### src/core/nsc_map.svh
`ifndef NSC_MAP_SVH
`define NSC_MAP_SVH

// Register numbers used by configuration reads and writes
`define NSC_REG_DEVICE_ID 8'h00
`define NSC_REG_SW_DESC 8'h01
`define NSC_REG_SW_CONFIG 8'h04
`define NSC_REG_NODE_ID 8'h05
`define NSC_REG_SYNTH 8'h06
`define NSC_REG_SW_CLK_DIV 8'h07
`define NSC_REG_REF_CLK_DIV 8'h08
`define NSC_REG_JTAG_ID 8'h09
`define NSC_REG_USER_CODE 8'h0a
`define NSC_REG_DIR_LOW 8'h0c
`define NSC_REG_DIR_HIGH 8'h0d

// Switch configuration fields
`define NSC_CFG_CTL_LOCK_BIT 31
`define NSC_CFG_SYNTH_LOCK_BIT 8
`define NSC_CFG_HDR_BIT 0

// Synthesizer settings fields
`define NSC_SYN_NO_RESET_BIT 31
`define NSC_SYN_SKIP_LOCK_BIT 30
`define NSC_SYN_BYPASS_BIT 29
`define NSC_SYN_BOOT_JTAG_BIT 28
`define NSC_SYN_WR_MASK 32'hf39fff7f

// Reset values
`define NSC_RST_SYNTH 32'h0000_0000
`define NSC_RST_SW_CLK_DIV 16'h0000
`define NSC_RST_REF_CLK_DIV 16'h0003
`define NSC_RST_NODE_ID 16'h0000
`define NSC_RST_DIR 32'h0000_0000

// Timing
`define NSC_CLK_PERIOD_PS 5000
`define NSC_TILE_RST_NS 20
`define NSC_TILE_RST_CYC ((`NSC_TILE_RST_NS * 1000 + `NSC_CLK_PERIOD_PS - 1) / `NSC_CLK_PERIOD_PS)
`define NSC_BOOT_CAPTURE_CYC 2

`endif

### src/core/nsc_pkg.sv
package nsc_pkg;

  // One configuration transaction
  typedef struct packed {
    logic valid;
    logic write;
    logic [7:0] regnum;
    logic [31:0] wdata;
  } nsc_cfg_req_s;

  // Answer to a configuration transaction
  typedef struct packed {
    logic ack;
    logic err;
    logic [31:0] rdata;
  } nsc_cfg_rsp_s;

  // Synthesizer settings driven to the clock generator
  typedef struct packed {
    logic skip_relock;
    logic bypass;
    logic boot_jtag;
    logic [2:0] out_div;
    logic [12:0] fb_mult;
    logic [6:0] in_div;
  } nsc_synth_s;

  // Routing answer
  typedef struct packed {
    logic valid;
    logic local_hit;
    logic [3:0] dir;
  } nsc_route_s;

  typedef enum logic [1:0] {
    ST_IDLE,
    ST_APPLY,
    ST_WAIT_LOCK,
    ST_RESET
  } nsc_seq_e;

endpackage

### src/core/nsc_node_regs.sv
`timescale 1ns/1ps
`default_nettype none
`include "nsc_map.svh"

module nsc_node_regs #(
  parameter logic [7:0] SWITCH_REVISION = 8'h01, // Arbitrary value
  parameter logic [7:0] SWITCH_VERSION = 8'h01, // Arbitrary value
  parameter logic [7:0] NUM_LINKS = 8'h08,
  parameter logic [7:0] NUM_SWITCH_PROCS = 8'h02,
  parameter logic [7:0] NUM_DEVICE_PROCS = 8'h02,
  parameter logic [31:0] JTAG_DEVICE_ID = 32'h0000_0001, // Arbitrary value
  parameter logic [17:0] METAL_ID = 18'h00001 // Arbitrary value
) (
  input wire logic i_clk,
  input wire logic i_reset,
  input wire nsc_pkg::nsc_cfg_req_s i_cfg_req,
  output nsc_pkg::nsc_cfg_rsp_s o_cfg_rsp,
  input wire logic [7:0] i_boot_select_pins,
  input wire logic [13:0] i_otp_user_code,
  input wire logic i_synth_locked,
  output nsc_pkg::nsc_synth_s o_synth,
  output logic o_tile_reset,
  output logic o_one_byte_header,
  output logic [15:0] o_switch_clk_div,
  output logic [15:0] o_ref_clk_div,
  output logic [15:0] o_node_id,
  input wire logic i_route_valid,
  input wire logic [15:0] i_route_dest,
  output nsc_pkg::nsc_route_s o_route
);
  import nsc_pkg::*;

  localparam int TILE_RST_CYC = `NSC_TILE_RST_CYC;

  logic ctl_lock_q;
  logic synth_lock_q;
  logic hdr_one_q;
  logic [15:0] node_id_q;
  logic [31:0] synth_q;
  logic [15:0] sw_div_q;
  logic [15:0] ref_div_q;
  logic [31:0] dir_lo_q;
  logic [31:0] dir_hi_q;
  logic [7:0] boot_meta_q;
  logic [7:0] boot_sync_q;
  logic [7:0] boot_pins_q;
  logic [1:0] boot_cnt_q;
  logic lock_meta_q;
  logic lock_sync_q;
  nsc_seq_e state_q;
  nsc_seq_e state_d;
  logic [2:0] rst_cnt_q;
  logic rst_q;
  logic wr;
  logic wr_ok;
  logic synth_wr;
  logic known;
  logic [31:0] rdata_d;
  nsc_cfg_rsp_s rsp_q;
  nsc_route_s route_q;

  // Index of the top mismatching bit between two identifiers
  function automatic logic [3:0] top_mismatch(input logic [15:0] a, input logic [15:0] b);
    logic [15:0] diff;
    logic [3:0] idx;
    diff = a ^ b;
    idx = 4'h0;
    for (int i = 0; i < 16; i++) begin
      if (diff[i]) begin
        idx = 4'(i);
      end
    end
    return idx;
  endfunction

  // Known register numbers
  function automatic logic is_mapped(input logic [7:0] r);
    return (r == `NSC_REG_DEVICE_ID) || (r == `NSC_REG_SW_DESC) ||
           (r == `NSC_REG_SW_CONFIG) || (r == `NSC_REG_NODE_ID) ||
           (r == `NSC_REG_SYNTH) || (r == `NSC_REG_SW_CLK_DIV) ||
           (r == `NSC_REG_REF_CLK_DIV) || (r == `NSC_REG_JTAG_ID) ||
           (r == `NSC_REG_USER_CODE) || (r == `NSC_REG_DIR_LOW) ||
           (r == `NSC_REG_DIR_HIGH);
  endfunction

  // Write qualification
  assign wr = i_cfg_req.valid && i_cfg_req.write;
  assign wr_ok = wr && !ctl_lock_q;
  assign synth_wr = wr_ok && !synth_lock_q && (i_cfg_req.regnum == `NSC_REG_SYNTH);
  assign known = is_mapped(i_cfg_req.regnum);

  // Boot pin synchroniser
  always_ff @(posedge i_clk) begin
    boot_meta_q <= i_boot_select_pins;
    boot_sync_q <= boot_meta_q;
  end

  // Lock indication synchroniser
  always_ff @(posedge i_clk) begin
    lock_meta_q <= i_synth_locked;
    lock_sync_q <= lock_meta_q;
  end

  // Boot pins are caught once, shortly after reset release
  always_ff @(posedge i_clk) begin
    if (i_reset) begin
      boot_cnt_q <= 2'h0;
      boot_pins_q <= 8'h00;
    end else if (boot_cnt_q != 2'h3) begin
      boot_cnt_q <= boot_cnt_q + 2'h1;
      if (boot_cnt_q == 2'(`NSC_BOOT_CAPTURE_CYC)) begin
        boot_pins_q <= boot_sync_q;
      end
    end
  end

  // Switch configuration: locks and header mode
  always_ff @(posedge i_clk) begin
    if (i_reset) begin
      ctl_lock_q <= 1'b0;
      synth_lock_q <= 1'b0;
      hdr_one_q <= 1'b0;
    end else if (wr_ok && i_cfg_req.regnum == `NSC_REG_SW_CONFIG) begin
      ctl_lock_q <= i_cfg_req.wdata[`NSC_CFG_CTL_LOCK_BIT];
      synth_lock_q <= i_cfg_req.wdata[`NSC_CFG_SYNTH_LOCK_BIT];
      hdr_one_q <= i_cfg_req.wdata[`NSC_CFG_HDR_BIT];
    end
  end

  // Node identifier
  always_ff @(posedge i_clk) begin
    if (i_reset) begin
      node_id_q <= `NSC_RST_NODE_ID;
    end else if (wr_ok && i_cfg_req.regnum == `NSC_REG_NODE_ID) begin
      node_id_q <= i_cfg_req.wdata[15:0];
    end
  end

  // Synthesizer settings; reserved bits never stored
  always_ff @(posedge i_clk) begin
    if (i_reset) begin
      synth_q <= `NSC_RST_SYNTH;
    end else if (synth_wr) begin
      synth_q <= i_cfg_req.wdata & `NSC_SYN_WR_MASK;
    end
  end

  // Clock dividers
  always_ff @(posedge i_clk) begin
    if (i_reset) begin
      sw_div_q <= `NSC_RST_SW_CLK_DIV;
      ref_div_q <= `NSC_RST_REF_CLK_DIV;
    end else begin
      if (wr_ok && i_cfg_req.regnum == `NSC_REG_SW_CLK_DIV) begin
        sw_div_q <= i_cfg_req.wdata[15:0];
      end
      if (wr_ok && i_cfg_req.regnum == `NSC_REG_REF_CLK_DIV) begin
        ref_div_q <= i_cfg_req.wdata[15:0];
      end
    end
  end

  // Direction tables
  always_ff @(posedge i_clk) begin
    if (i_reset) begin
      dir_lo_q <= `NSC_RST_DIR;
      dir_hi_q <= `NSC_RST_DIR;
    end else begin
      if (wr_ok && i_cfg_req.regnum == `NSC_REG_DIR_LOW) begin
        dir_lo_q <= i_cfg_req.wdata;
      end
      if (wr_ok && i_cfg_req.regnum == `NSC_REG_DIR_HIGH) begin
        dir_hi_q <= i_cfg_req.wdata;
      end
    end
  end

  // Read multiplexer; reserved fields read zero
  always_comb begin
    rdata_d = 32'h0000_0000;
    unique case (i_cfg_req.regnum)
      `NSC_REG_DEVICE_ID: rdata_d = {8'h00, boot_pins_q, SWITCH_REVISION, SWITCH_VERSION};
      `NSC_REG_SW_DESC: rdata_d = {8'h00, NUM_LINKS, NUM_SWITCH_PROCS, NUM_DEVICE_PROCS};
      `NSC_REG_SW_CONFIG: begin
        rdata_d[`NSC_CFG_CTL_LOCK_BIT] = ctl_lock_q;
        rdata_d[`NSC_CFG_SYNTH_LOCK_BIT] = synth_lock_q;
        rdata_d[`NSC_CFG_HDR_BIT] = hdr_one_q;
      end
      `NSC_REG_NODE_ID: rdata_d = {16'h0000, node_id_q};
      `NSC_REG_SYNTH: rdata_d = synth_q;
      `NSC_REG_SW_CLK_DIV: rdata_d = {16'h0000, sw_div_q};
      `NSC_REG_REF_CLK_DIV: rdata_d = {16'h0000, ref_div_q};
      `NSC_REG_JTAG_ID: rdata_d = JTAG_DEVICE_ID;
      `NSC_REG_USER_CODE: rdata_d = {i_otp_user_code, METAL_ID};
      `NSC_REG_DIR_LOW: rdata_d = dir_lo_q;
      `NSC_REG_DIR_HIGH: rdata_d = dir_hi_q;
      default: rdata_d = 32'h0000_0000;
    endcase
  end

  // Transaction answer, one cycle after the request
  always_ff @(posedge i_clk) begin
    if (i_reset) begin
      rsp_q <= '0;
    end else begin
      rsp_q.ack <= i_cfg_req.valid;
      rsp_q.err <= i_cfg_req.valid && (!known || (wr && ctl_lock_q));
      rsp_q.rdata <= (i_cfg_req.valid && !i_cfg_req.write) ? rdata_d : 32'h0000_0000;
    end
  end

  // Synthesizer update sequence: apply, optionally wait lock, then reset tile unless the no-reset bit is set
  always_comb begin
    state_d = state_q;
    unique case (state_q)
      ST_IDLE: state_d = ST_IDLE;
      ST_APPLY: begin
        if (!synth_q[`NSC_SYN_SKIP_LOCK_BIT]) begin
          state_d = ST_WAIT_LOCK;
        end else if (synth_q[`NSC_SYN_NO_RESET_BIT]) begin
          state_d = ST_IDLE;
        end else begin
          state_d = ST_RESET;
        end
      end
      ST_WAIT_LOCK: begin
        if (lock_sync_q) begin
          state_d = synth_q[`NSC_SYN_NO_RESET_BIT] ? ST_IDLE : ST_RESET;
        end
      end
      ST_RESET: begin
        if (rst_cnt_q == 3'(TILE_RST_CYC - 1)) begin
          state_d = ST_IDLE;
        end
      end
    endcase
    if (synth_wr) begin
      state_d = ST_APPLY;
    end
  end

  // Sequence state and reset pulse
  always_ff @(posedge i_clk) begin
    if (i_reset) begin
      state_q <= ST_IDLE;
      rst_cnt_q <= 3'h0;
      rst_q <= 1'b0;
    end else begin
      state_q <= state_d;
      rst_q <= (state_d == ST_RESET);
      rst_cnt_q <= (state_q == ST_RESET) ? rst_cnt_q + 3'h1 : 3'h0;
    end
  end

  // Routing decision, registered
  always_ff @(posedge i_clk) begin
    if (i_reset) begin
      route_q <= '0;
    end else begin
      route_q.valid <= i_route_valid;
      route_q.local_hit <= (i_route_dest == node_id_q);
      if (i_route_dest == node_id_q) begin
        route_q.dir <= 4'h0;
      end else if (top_mismatch(i_route_dest, node_id_q) > 4'h7) begin
        route_q.dir <= 4'(dir_hi_q >> {top_mismatch(i_route_dest, node_id_q) - 4'h8, 2'b00});
      end else begin
        route_q.dir <= 4'(dir_lo_q >> {top_mismatch(i_route_dest, node_id_q), 2'b00});
      end
    end
  end

  // Outputs
  assign o_cfg_rsp = rsp_q;
  assign o_tile_reset = rst_q;
  assign o_one_byte_header = hdr_one_q;
  assign o_switch_clk_div = sw_div_q;
  assign o_ref_clk_div = ref_div_q;
  assign o_node_id = node_id_q;
  assign o_route = route_q;
  assign o_synth.skip_relock = synth_q[`NSC_SYN_SKIP_LOCK_BIT];
  assign o_synth.bypass = synth_q[`NSC_SYN_BYPASS_BIT];
  assign o_synth.boot_jtag = synth_q[`NSC_SYN_BOOT_JTAG_BIT];
  assign o_synth.out_div = synth_q[25:23];
  assign o_synth.fb_mult = synth_q[20:8];
  assign o_synth.in_div = synth_q[6:0];

  // Checks
  a_boot_pins_held: assert property (@(posedge i_clk) disable iff (i_reset)
    (boot_cnt_q == 2'h3) |=> $stable(boot_pins_q))
    else $error("boot pins changed after capture");

  a_ident_reserved: assert property (@(posedge i_clk) disable iff (i_reset)
    (i_cfg_req.valid && !i_cfg_req.write && i_cfg_req.regnum == `NSC_REG_DEVICE_ID)
    |=> (o_cfg_rsp.rdata[31:24] == 8'h00) && (o_cfg_rsp.rdata[15:0] ==
    {SWITCH_REVISION, SWITCH_VERSION}))
    else $error("identification read wrong");

  a_ctl_lock_blocks: assert property (@(posedge i_clk) disable iff (i_reset)
    (wr && ctl_lock_q) |=> $stable(node_id_q) && $stable(dir_lo_q) && ctl_lock_q)
    else $error("write passed the control lock");

  a_synth_lock_blocks: assert property (@(posedge i_clk) disable iff (i_reset)
    (wr && synth_lock_q && i_cfg_req.regnum == `NSC_REG_SYNTH) |=> $stable(synth_q))
    else $error("synthesizer write passed its lock");

  a_header_mode: assert property (@(posedge i_clk) disable iff (i_reset)
    (wr_ok && i_cfg_req.regnum == `NSC_REG_SW_CONFIG)
    |=> (o_one_byte_header == $past(i_cfg_req.wdata[0])))
    else $error("header mode not taken");

  a_tile_reset_pulse: assert property (@(posedge i_clk) disable iff (i_reset)
    (synth_wr && i_cfg_req.wdata[31:30] == 2'b01)
    ##1 !synth_wr ##1 !synth_wr |-> o_tile_reset [*4] ##1 !o_tile_reset)
    else $error("tile reset pulse wrong");

  a_reset_suppressed: assert property (@(posedge i_clk) disable iff (i_reset)
    (synth_wr && i_cfg_req.wdata[31]) ##1 !synth_wr [*3]
    |-> !o_tile_reset [*3])
    else $error("reset not suppressed");

  a_wait_relock: assert property (@(posedge i_clk) disable iff (i_reset)
    (state_q == ST_WAIT_LOCK && !lock_sync_q) |=> !o_tile_reset)
    else $error("reset before re-lock");

  a_route_local: assert property (@(posedge i_clk) disable iff (i_reset)
    (i_route_valid && i_route_dest == node_id_q) |=> o_route.valid && o_route.local_hit)
    else $error("local packet not delivered locally");

  a_route_top_bit: assert property (@(posedge i_clk) disable iff (i_reset)
    (i_route_valid && (i_route_dest ^ node_id_q) == 16'h8000)
    |=> (o_route.dir == $past(dir_hi_q[31:28])) && !o_route.local_hit)
    else $error("top dimension direction wrong");

  a_route_dim0: assert property (@(posedge i_clk) disable iff (i_reset)
    (i_route_valid && (i_route_dest ^ node_id_q) == 16'h0001)
    |=> (o_route.dir == $past(dir_lo_q[3:0])))
    else $error("dimension zero direction wrong");

  // Every configuration request is answered on the next cycle
  a_cfg_answer: assert property (@(posedge i_clk) disable iff (i_reset)
    i_cfg_req.valid |=> o_cfg_rsp.ack)
    else $error("configuration request not answered");

  // Upper half of the node identifier word always reads zero
  a_reserved_zero: assert property (@(posedge i_clk) disable iff (i_reset)
    (i_cfg_req.valid && !i_cfg_req.write && i_cfg_req.regnum == `NSC_REG_NODE_ID)
    |=> (o_cfg_rsp.rdata[31:16] == 16'h0000) && !o_cfg_rsp.err)
    else $error("reserved node identifier bits not zero");

endmodule
`default_nettype wire

### config.mk
export PLATFORM = sky130hd
export DESIGN_NAME = nsc_node_regs
export DESIGN_NICKNAME = d
export VERILOG_FILES = /design/src/core/nsc_pkg.sv /design/src/core/nsc_node_regs.sv
export VERILOG_INCLUDE_DIRS = /design/src /design/src/core
export SDC_FILE = /design/constraint.sdc
export NUM_CORES = 1
export LEC_CHECK = 0
export BUFFER_PORTS_ARGS = -buffer_cell sky130_fd_sc_hd__buf_2
export CAP_MARGIN = 20
export CORE_MARGIN = 2
export CORE_UTILIZATION = 30
export CTS_BUF_LIST = sky130_fd_sc_hd__clkbuf_8 sky130_fd_sc_hd__clkbuf_16
export DETAILED_ROUTE_END_ITERATION = 8
export MAX_ROUTING_LAYER = met4
export PLACE_DENSITY_LB_ADDON = 0.05
export SYNTH_ARGS = -nofsm -noshare
export SYNTH_HDL_FRONTEND = slang
export SYNTH_SLANG_ARGS = --single-unit
### constraint.sdc
create_clock -name i_clk -period 5.05 [get_ports i_clk]
set_input_delay 0.505 -clock i_clk [delete_from_list [all_inputs] [get_ports i_clk]]
set_output_delay 0.505 -clock i_clk [all_outputs]
set_load 0.01 [all_outputs]
# Yosys cells after proc, flatten, opt, wreduce, memory -nomap -nowiden
# Cells that the tools add are included.
word_totals:
  reg_bits: 216
  input_bits: 84
  output_inout_bits: 116
op_classes:
  addsub: 3
  order_cmp: 1
  eq_ne: 18
  shift: 2
  mux: 35
  bitwise: 3
  n_reduce_logical: 35
op_table:
  columns: ["operator", "count"]
  rows:
  - ["22-bit case mux with 9 select lines", 1]
  - ["4-bit two-way mux", 22]
  - ["32-bit by 6-bit right shift with 4-bit output", 2]
  - ["7-bit case mux with 7 select lines", 1]
  - ["8-bit by 4-bit == test with 1-bit output (second input constant)", 5]
  - ["8-bit by 3-bit == test with 1-bit output (second input constant)", 4]
  - ["16-bit == test", 1]
  - ["1-bit case mux with 8 select lines", 2]
  - ["16-bit XOR", 1]
  - ["1-bit logical AND", 13]
  - ["2-bit two-way mux", 6]
  - ["1-bit logical OR", 11]
  - ["2-bit == test (second input constant)", 4]
  - ["8-bit by 1-bit == test with 1-bit output (second input constant)", 1]
  - ["8-bit logical NOT", 1]
  - ["2-bit case mux with 4 select lines", 1]
  - ["2-bit OR reduction", 3]
  - ["1-bit case mux with 5 select lines", 1]
  - ["4-bit by 3-bit greater-than comparator with 1-bit output (second input constant)", 1]
  - ["1-bit logical NOT", 4]
  - ["4-bit subtractor (second input constant)", 1]
  - ["3-bit by 1-bit adder with 3-bit output (second input constant)", 1]
  - ["3-bit by 2-bit == test with 1-bit output (second input constant)", 1]
  - ["3-bit OR reduction", 1]
  - ["other kinds (7)", 8]

# Logic depth before layout (Yosys ltp)
# Gate-level depths: netlist of run 1.
logic_depth:
  ltp_word: 25
  mapped_depth: 9

# Least setup slack after synthesis of run 1
# OpenSTA, ideal clock, no wires.
synth_timing:
  path_kind: "input -> register"
  start: "in i_cfg_req[37] in the netlist's numbering"
  end: "reg node_id_q[9], in the netlist o_node_id[9]"
  t_arrival_ns: 2.174
  setup_slack_ns: 2.744
  stages: 8
  cell_sequence: "or4_1 > or3_1 > buf_2 > nor2_2 > nand2_1 > buf_2 > nand2_1 > a21oi_1"
synth_via:
  elab_chain_len: 2
synth_rtl:
  columns: ["item", "line_no", "rtl"]
  rows:
  - ["from (decl)", "nsc_node_regs.sv:16", "input wire nsc_pkg::nsc_cfg_req_s i_cfg_req,"]
  - ["8-bit by 3-bit == test with 1-bit output", null, null]
  - ["1-bit logical AND (no line)", null, null]
  - ["to (signal assigned)", "nsc_node_regs.sv:133", "node_id_q <= `NSC_RST_NODE_ID;"]
  - ["to (signal assigned)", "nsc_node_regs.sv:135", "node_id_q <= i_cfg_req.wdata[15:0];"]
  - ["to (decl)", "nsc_node_regs.sv:38", "logic [15:0] node_id_q;"]
# No other way between the ends.
# A chain may end at the register's enable or synchronous reset.

# Worst setup path after layout of run 1
layout_timing:
  start: "in i_cfg_req[37] in the netlist's numbering"
  end: "reg node_id_q[11], in the netlist o_node_id[11]"
# The elaborated chain is that of the path after synthesis.

==> impl_results.md, run 1 <==
* Status: completed
* Synth Net Count at 1199
* Top FF cell, synth: dfxtp_1
* Post-synthesis instance total at 1111
* Register Area at 4320 sq um
* Final setup fails at 0
* Final Slew Violations at 0
* Simple-Gate Fraction of Synth Area at 19.6%
* Initial Utilization at 30.6%
* Synthesized area at 9130 sq um
* CTS Buffer Depth at 3
* WP data required at 5430 ps
* GPL Wtd Cong at 0.902
* Dpl cell area at 10300 sq um
* Worst-Skew Late Latency at 540 ps
* Nature of the critical path endpoint: register
* #FFs+latches synth at 216
* Worst stage delay on the critical path at 650 ps
* Share of cells above drive strength 1 at 22.1%
* Hold Path Class: input pin to register
* Placed wire-length estimate at 24800 um
* Hold Fails Final Rpt at 0
* Synth Area in Adders at 0.548%
* EDFF count, synth at 0
* I/O pin count at 200
* WP data arrival at 3320 ps
* Worst IR Drop VDD at 0.215 mV
* Grt total ovfl at 0
* CTS tree: built
* DIE WIDTH at 178 um
* Cell taking the most area after synthesis: dfxtp_1
* Crit-path slowest cell: nor2_2
* 1st-iter DRT viols at 712
* Largest net degree at the start of global routing at 73
* Number of CTS-inserted buffers at 27
* Xor-xnor portion of the synthesized cell area at 2.49%
* Most numerous cell in the Yosys netlist: nand2_1
* DRC at 0
* Via count at 8540
* Hold Slack at 68.9 ps
* Max Clock Skew at 13.4 ps
* Async set-reset flop share out of synthesis at 0%
* Layout area overhead at 22.4%
* Reg-to-reg startpoint: o_node_id[5]
* CTS sink count at 216
* Worst path most repeated cell: nand2_1
* WL final at 34800 um
* Mux cell area share after synthesis at 2.66%
* Core area at 29800 sq um
* Clock period minus worst slack at 2940 ps
* CP Max Fanout at 16
* Final nets at 1352
* Drt pass-1 iters at 7
* Tot Pwr at 0.00378 W
* Post-CTS sizing at 0
* CP startpoint kind: input pin
* Input/output buffers at 199
* Fraction of the cycle the final worst path needs at 58.2%
* Avg Inst Size Synth at 8.22 sq um
* Pwr dens at 338 nW/um^2
* Clock-pin slew of the registers on the worst-case setup and hold paths at 60 ps
* Synth Warn # at 0
* Total track usage at 21.9%
* Hold_buf cts at 0
* Crit-path cells: buf_2 -> or4_1 -> or3_1 -> nor2_2 -> nand2_1 -> nand2_1 -> a21oi_1
* Post-synthesis cell type count at 62
* Die area at 31800 sq um
* RSZ-0062 raised after global routing: no
* Standard-cell rows at 63
* Routed Antenna Nets at 0
* Multi-input logic area at 4320 sq um
* Initial antenna violation count at 1
* Vias in the first global route at 8162
* Slew margin rel. at 43.4%
* Worst Tran Pin Value at 842 ps
* Post-CTS Setup Inserts at 0
* Die H at 178 um
* Final TNS setup at 0 ps
* Layout fillers at 3218
* Vias per cell at 5.10
* Fin util at 37.5%
* Seq/Total Area, Yosys at 47.4%
* Ranking of synthesized cells by area: dfxtp_1 (47%), nand2_1 (13%), a21oi_1 (9.0%), a22oi_1 (4.3%), mux2i_1 (2.4%)
* P_leak at 4.21 nW
* Peak Freq at 0.340 GHz
* Largest family of logic cells by synthesized area: compound AO/OA/AOI/OAI gates
* Top-area cell type share of the netlist area at 47.4%
* Post-route design area at 11200 sq um
* Complex-gate fraction of the synthesized area at 21.7%
* # Max-Cap Violations at 0
* Crit path kind: input pin to register
* WL per Instance at 20.8 um
* H-tree levels at 1
* Hold Crit Start: i_boot_select_pins[0]
* Critical path startpoint: i_cfg_req[37]
* First-pass GRT wire length at 51300 um
* Commonest cells post-synth: nand2_1 (328), dfxtp_1 (216), a21oi_1 (165)
* CTS Root Cell: clkbuf_16
==> worst max-delay path, delay by kind of cell <==
| family | cells | cell delay (ps) |
|---|---|---|
| simple gates | 5 | 2600 |
| buf+inv | 1 | 110 |
| compound gates | 1 | 80 |
==> cells by family (layout without fill, tap and decap cells) <==
group / count (synthesis) / count (layout)
AND/OR/NAND/NOR: 423 / 423
AO/OA/AOI/OAI: 313 / 313
flip-flops: 216 / 216
buffers and inverters: 105 / 279
XOR/XNOR: 26 / 26
multiplexers: 24 / 24
adder cells (fa/ha/maj): 4 / 4
other: 0 / 1
==> path summary, 6_finish.rpt <==
path	to	slack, ps	depth (start not counted)
setup / recovery	o_node_id[11]	2110	7
hold / removal	boot_meta_q[0]	70	1
setup reg to reg	o_route[2]	2110	7
hold reg to reg	boot_sync_q[4]	320	0
==> flip-flops by register name (all words and copies together), names as in the netlist <==
signal,cells
boot_pins_q,8
o_one_byte_header,1
lock_meta_q,1
state_q,2
o_cfg_rsp,34
dir_hi_q,32
o_node_id,16
rst_cnt_q,3
o_tile_reset,1
o_route,6
boot_meta_q,8
synth_q,27
boot_sync_q,8
boot_cnt_q,2
lock_sync_q,1
ctl_lock_q,1
o_switch_clk_div,16
o_ref_clk_div,16
synth_lock_q,1
dir_lo_q,32
==> power by group <==
part / switching, W / total (W) / leakage, nW / internal (W)
clock: 0.000746 / 0.00183 / 0.458 / 0.00109
combinational: 0.000139 / 0.000209 / 2.00 / 0.0000697
sequential: 0.0000106 / 0.00174 / 1.75 / 0.00173
total: 0.000896 / 0.00378 / 4.21 / 0.00288
==> area by class of cell <==
class | instances | share of cell area [%]
antenna | 1 | 0.0224
clock buffer | 35 | 7.03
clock inverter | 15 | 0.672
inverter | 13 | 0.437
multi-input combinational | 790 | 38.7
sequential | 216 | 38.7
tap | 390 | 4.37
timing repair buffer | 216 | 10.1
==> metrics by stage <==
stage | worst slack (ps) | cells
floorplan | 2740 | 1111
global placement | 1610 | 1624
detailed placement | 1590 | 1624
CTS | 2060 | 1674
global route | 1900 | 1676
finish | 2110 | 1676
==> per-layer routing <==
metal | vias to the layer above | share of wire (%) | track usage (%)
met5 | - | 0 | -
met4 | 0 | 1.5 | 4.17
met3 | 35 | 6.5 | 3.13
met2 | 294 | 44 | 33.1
met1 | 4047 | 48 | 31.2
li1 | 4164 | - | -
==> cell usage in the layout (no fill, tap or decap), types with 9 or more instances in the layout <==
cell / n
a211oi_1: 10
xor2_1: 14
dfxtp_1: 216
a31oi_1: 19
nor2_1: 31
clkbuf_16: 27
o21ai_0: 9
a222oi_1: 11
buf_2: 198
nor3_1: 10
inv_1: 21
a22oi_1: 52
nand2_1: 328
nand3_1: 9
xnor2_1: 12
a21oi_1: 165
mux2i_1: 22
buf_4: 17
No activity file was read; power rests on OpenSTA's default activity.
==> inputs of run 2 (changes only) <==
==> constraint.sdc (replaced) <==
create_clock -name i_clk -period 2.6 [get_ports i_clk]
set_input_delay 0.26 -clock i_clk [delete_from_list [all_inputs] [get_ports i_clk]]
set_output_delay 0.26 -clock i_clk [all_outputs]
set_load 0.01 [all_outputs]
==> impl_results.md, run 2 (synthesis results as in run 1) <==
* Input/output buffers at 199
* WL final at 35800 um
* Worst-Skew Late Latency at 530 ps
* First-pass GRT wire length at 53200 um
* Crit-path cells: xnor2_1 -> buf_4 -> a211oi_2 -> o21ai_2 -> a31oi_4 -> buf_12 -> mux2i_1 -> o2111ai_1 -> a31o_1
* CTS tree: built
* Core area at 29800 sq um
* WP data required at 3030 ps
* H-tree levels at 1
* Fin util at 39.8%
* Dpl cells at 1665
* 1st-iter DRT viols at 687
* Crit path kind: register to register
* P_leak at 4.54 nW
* Final setup fails at 0
* Nature of the critical path endpoint: register
* Most frequent cells in the layout: nand2_1 (328), dfxtp_1 (216), buf_2 (198)
* Final Slew Violations at 0
* CTS Root Cell: clkbuf_16
* Layout fillers at 3109
* Die area at 31800 sq um
* Hold Fails Final Rpt at 0
* WP data arrival at 2870 ps
* DIE WIDTH at 178 um
* Setup WS pre-CTS at -13.6 ps
* Register Area at 4320 sq um
* # Max-Cap Violations at 0
* Final TNS setup at 0 ps
* Pwr dens at 637 nW/um^2
* I/O pin count at 200
* Largest net degree at the start of global routing at 57
* PnR worst setup slack at 162 ps
* Number of CTS-inserted buffers at 26
* Layout area overhead at 29.8%
* CP Max Fanout at 9
* Clock-pin slew of the registers on the worst-case setup and hold paths at 60 ps
* Initial antenna violation count at 0
* Clock period minus worst slack at 2440 ps
* Diode count at 0
* Vias per cell at 4.99
* Standard-cell rows at 63
* CTS Buffer Depth at 3
* GPL Wtd Cong at 0.934
* Share of cells above drive strength 1 at 24.4%
* Drt pass-1 iters at 5
* Max Clock Skew at 20.1 ps
* RSZ-0062 raised after global routing: no
* Multi-input logic area at 4350 sq um
* Worst IR Drop VDD at 0.368 mV
* Post-route insts no fill at 1740
* WL per Instance at 20.6 um
* DRC at 0
* Max FFs per register at 34
* Fraction of the cycle the final worst path needs at 93.8%
* Commonest non-fill, non-tap cell in the layout: nand2_1
* Grt total ovfl at 0
* Initial Utilization at 30.6%
* Placed wire-length estimate at 26500 um
* Tot Pwr at 0.00756 W
* Hold Path Class: input pin to register
* Routed Antenna Nets at 0
* Via count at 8676
* CP startpoint kind: register
* Peak Freq at 0.410 GHz
* Vias in the first global route at 8447
* Final nets at 1421
* Worst Tran Pin Value at 944 ps
* Total track usage at 22.8%
* Worst stage delay on the critical path at 410 ps
* CTS sink count at 216
* Crit-path slowest cell: dfxtp_1
* Status: completed
* Slew margin rel. at 36.6%
* Die H at 178 um
[run 2: changes by cell type in the layout (fill, tap and decap cells not counted), sizes merged]
cell,before,now
clkinv,4,8
dlygate4sd3,0,28
bufinv,0,3
diode,1,0
buf,216,258
clkinvlp,1,0
inv,23,15
clkbuf,35,32
[run 2: routing by layer]
metal | vias up | routed length, um | GRT usage (%)
met4 | 0 | 567 | 4.40
li1 | 4284 | - | -
met3 | 39 | 1810 | 3.01
met2 | 230 | 16100 | 35.6
met1 | 4123 | 17400 | 31.7
met5 | - | 0 | -
[run 2: what timing repair did]
action / in CTS / in global routing
setup endpoints to repair: 2 / 3
buffers inserted: 2 / 0
cloned: 0 / 0
hold buffers: 28 / 0
pin swaps: 1 / 0
hold endpoints to repair: 50 / 0
resized for setup: 0 / 4
[run 2: worst paths after layout]
check / from / to / slack, ps / depth (start not counted)
setup / recovery: o_node_id[2] / o_route[0] / 160 / 9
hold / removal: i_cfg_req[16] / dir_hi_q[16] / 20 / 3
setup reg to reg: o_node_id[2] / o_route[0] / 160 / 9
hold reg to reg: boot_meta_q[7] / boot_sync_q[7] / 320 / 0
[run 2: final cells by class]
type | count | share of cell area [%]
Timing Repair Buffer | 286 | 14.8
Inverter | 13 | 0.412
Clock inverter | 13 | 1.16
Sequential cell | 216 | 36.5
Clock buffer | 32 | 6.28
Multi-Input combinational cell | 790 | 36.7
Tap cell | 390 | 4.12
[run 2: critical path, delay by kind of cell, from the launching register on]
kind | cells | cell delay [ps]
flops | 1 | 410
mux | 1 | 310
compound gates | 5 | 1170
xor+xnor | 1 | 120
buf+inv | 2 | 310
[run 2: where the power goes]
group          switching, W  internal [W]  leakage (nW)
Sequential        0.0000213       0.00335          1.75
Combinational      0.000283      0.000181          2.34
Clock               0.00142       0.00230         0.453
[run 2: metrics by stage]
stage               hold WS, ps  cell area, sq um
floorplan                   288              9130
global placement            311             10600
detailed placement          312             10600
CTS                        1.37             11800
global route               18.0             11900
finish                     21.7             11900
==> inputs of run 3 (changes only) <==
--- a/config.mk
+++ b/config.mk
@@ -6,6 +6,7 @@
 export SDC_FILE = /design/constraint.sdc
 export NUM_CORES = 1
 export LEC_CHECK = 0
+export ABC_AREA = 1
 export BUFFER_PORTS_ARGS = -buffer_cell sky130_fd_sc_hd__buf_2
 export CAP_MARGIN = 20
 export CORE_MARGIN = 2
==> impl_results.md, run 3 <==
* Status: completed
* Largest net degree at the start of global routing at 53
* CTS Buffer Depth at 3
* Register Area at 4330 sq um
* WP data arrival at 2740 ps
* Die area at 32200 sq um
* Total track usage at 22.1%
* Commonest cells post-synth: dfxtp_1 (216), nor2_1 (181), nand2_1 (156)
* Fraction of the cycle the final worst path needs at 88.1%
* Clock period minus worst slack at 2290 ps
* Post-synthesis cell type count at 47
* 1st-iter DRT viols at 576
* Worst IR Drop VDD at 0.427 mV
* Via count at 8856
* Avg Inst Size Synth at 7.62 sq um
* RSZ-0062 raised after global routing: no
* P_int at 0.00570 W
* Max FFs per register at 34
* Hold Slack at 18.1 ps
* Final nets at 1495
* DRC at 0
* Drt pass-1 iters at 5
* P_leak at 4.94 nW
* Input/output buffers at 199
* CP startpoint kind: register
* Initial Utilization at 30.4%
* Max Clock Skew at 19.9 ps
* Vias per cell at 4.87
* CTS sink count at 216
* Slew margin rel. at 51.9%
* Share of cells above drive strength 1 at 22.4%
* CTS Root Cell: clkbuf_16
* Grt total ovfl at 0
* Most frequent cells in the layout: dfxtp_1 (215), buf_2 (199), nor2_1 (181)
* Worst stage delay on the critical path at 380 ps
* Async set-reset flop share out of synthesis at 0%
* Peak Freq at 0.437 GHz
* Synth Net Count at 1301
* Seq/Total Area, Yosys at 46.8%
* #FFs+latches synth at 216
* Psw at 0.00175 W
* Top-area cell type share of the netlist area at 46.8%
* Diode count at 0
* Crit-path slowest cell: dfxtp_2
* Switching Fraction at 23.5%
* EDFF count, synth at 0
* Crit-path cells: inv_1 -> nand2_1 -> nand2_1 -> nand2_1 -> nand2_1 -> nand2_1 -> nand2_1 -> nand2_1 -> nand2_1 -> nand2_1 -> nand2_1 -> nand2_1 -> nand2_1 -> nand2_1 -> nand2_2 -> nand2_8 -> nand2_8 -> nand2_1 -> nand3_1 -> nand3_1 -> nand3_1 -> a21oi_1
* Die H at 179 um
* Pwr dens at 639 nW/um^2
* Worst path most repeated cell: nand2_1
* Comb power frac at 6.2%
* WP data required at 3050 ps
* Multi-input logic area at 4040 sq um
* Post-synthesis instance total at 1213
* Crit path kind: register to register
* Top FF cell, synth: dfxtp_1
* I/O pin count at 200
* Tot Pwr at 0.00746 W
* Synth Warn # at 0
* Sequential fraction of design power at 45.3%
* Core area at 30400 sq um
* Most numerous cell in the Yosys netlist: dfxtp_1
* DIE WIDTH at 179 um
* Clock-pin slew of the registers on the worst-case setup and hold paths at 60 ps
* H-tree levels at 1
* Routed Antenna Nets at 0
* Layout area overhead at 26.3%
* CTS tree: built
* Number of CTS-inserted buffers at 26
* Final TNS setup at 0 ps
* Placed wire-length estimate at 25700 um
* Commonest non-fill, non-tap cell in the layout: dfxtp_1
* WL per Instance at 19.6 um
* Layout fillers at 3250
* Hold Fails Final Rpt at 0
* Hold Path Class: input pin to register
* WL final at 35700 um
* Clock Power Share at 48.6%
* Vias in the first global route at 8462
* CP Max Fanout at 32
* GPL Wtd Cong at 0.880
* Final setup fails at 0
* Standard-cell rows at 64
* Final Slew Violations at 0
* First-pass GRT wire length at 53700 um
* Synthesized area at 9240 sq um
* # Max-Cap Violations at 0
* Cell taking the most area after synthesis: dfxtp_1
* Nature of the critical path endpoint: register
* Initial antenna violation count at 2
* Worst Tran Pin Value at 721 ps
* Worst-Skew Late Latency at 540 ps
* Ranking of synthesized cells by area: dfxtp_1 (47%), nor2_1 (7.4%), o21ai_0 (6.9%), nand2_1 (6.3%), nand3_1 (6.1%)
[run 3: cell types whose count changed after synthesis, sizes merged, moves of 11 or more]
cell / change
a21oi: -63
a221oi: +22
a222oi: -11
a22oi: -47
inv: +91
mux2i: -22
nand2: -169
nand3: +105
nor2: +153
o21ai: +115
[run 3: cell type report]
| cell class | count | share of cell area, % |
|---|---|---|
| Clock buffer | 35 | 6.73 |
| Clock inverter | 8 | 0.536 |
| Inverter | 105 | 3.38 |
| Multi-Input combinational cell | 797 | 34.6 |
| Sequential cell | 216 | 37.1 |
| Tap cell | 396 | 4.25 |
| Timing Repair Buffer | 261 | 13.4 |
[run 3: kinds of logic (layout without fill, tap and decap cells)]
logic type | count (synthesis) | count (layout) | share of synthesized area (%)
adders and majority gates | 4 | 4 | 0.542
AOI/OAI and AO/OA | 301 | 301 | 18.7
buffers and inverters | 200 | 409 | 9.78
xor gates and xnor gates | 14 | 14 | 1.53
DFF | 216 | 216 | 46.8
and+or+nand+nor | 478 | 478 | 22.6
[run 3: critical path, delay by kind of cell, from the launching register on]
| kind | cells | cell delay [ps] |
|---|---|---|
| AO/OA/AOI/OAI | 1 | 170 |
| buffers and inverters | 1 | 70 |
| flip-flops | 1 | 380 |
| AND/OR/NAND/NOR | 20 | 1560 |
[run 3: path summary, 6_finish.rpt]
| check | from | cells past startpoint | endpoint | slack, ps |
|---|---|---|---|---|
| setup reg to reg | o_node_id[1] | 22 | o_route[2] | 310 |
| setup / recovery | o_node_id[1] | 22 | o_route[2] | 310 |
| hold reg to reg | boot_meta_q[7] | 0 | boot_sync_q[7] | 320 |
| hold / removal | i_cfg_req[19] | 3 | dir_lo_q[19] | 20 |
[run 3: what timing repair did]
item / CTS / global route
endpoints found under the setup margin: 0 / 4
gates resized for setup: 0 / 6
endpoints found under the hold margin: 29 / 0
buffers inserted: 0 / 2
hold buffers: 23 / 0
[run 3: routing by layer]
metal  GRT usage [%]  wire [um]  vias up
met5               -          0        -
met4            4.00        520        0
met3            2.67       1760       34
met2            33.7      15700      238
met1            31.6      17700     4157
li1                -          -     4427
[run 3: power groups by stage]
stage               Clock [W]  Combinational, W  Sequential, W
finish                0.00362          0.000459        0.00338
detailed placement          0          0.000426        0.00345
CTS                   0.00369          0.000454        0.00338
global route          0.00383          0.000508        0.00338
floorplan                   0          0.000220        0.00345
global placement            0          0.000425        0.00345
[run 3: metrics by stage]
step           area, sq um  setup WS [ps]  util (%)  std cells
2_1_floorplan         9240            693         -       1213
3_3_place_gp         10500            122      34.7       1750
3_5_place_dp         10500            109      34.7       1750
4_1_cts              11600           73.9      38.2       1816
5_1_grt              11700           47.8      38.4       1818
6_report             11700            310      38.4       1818
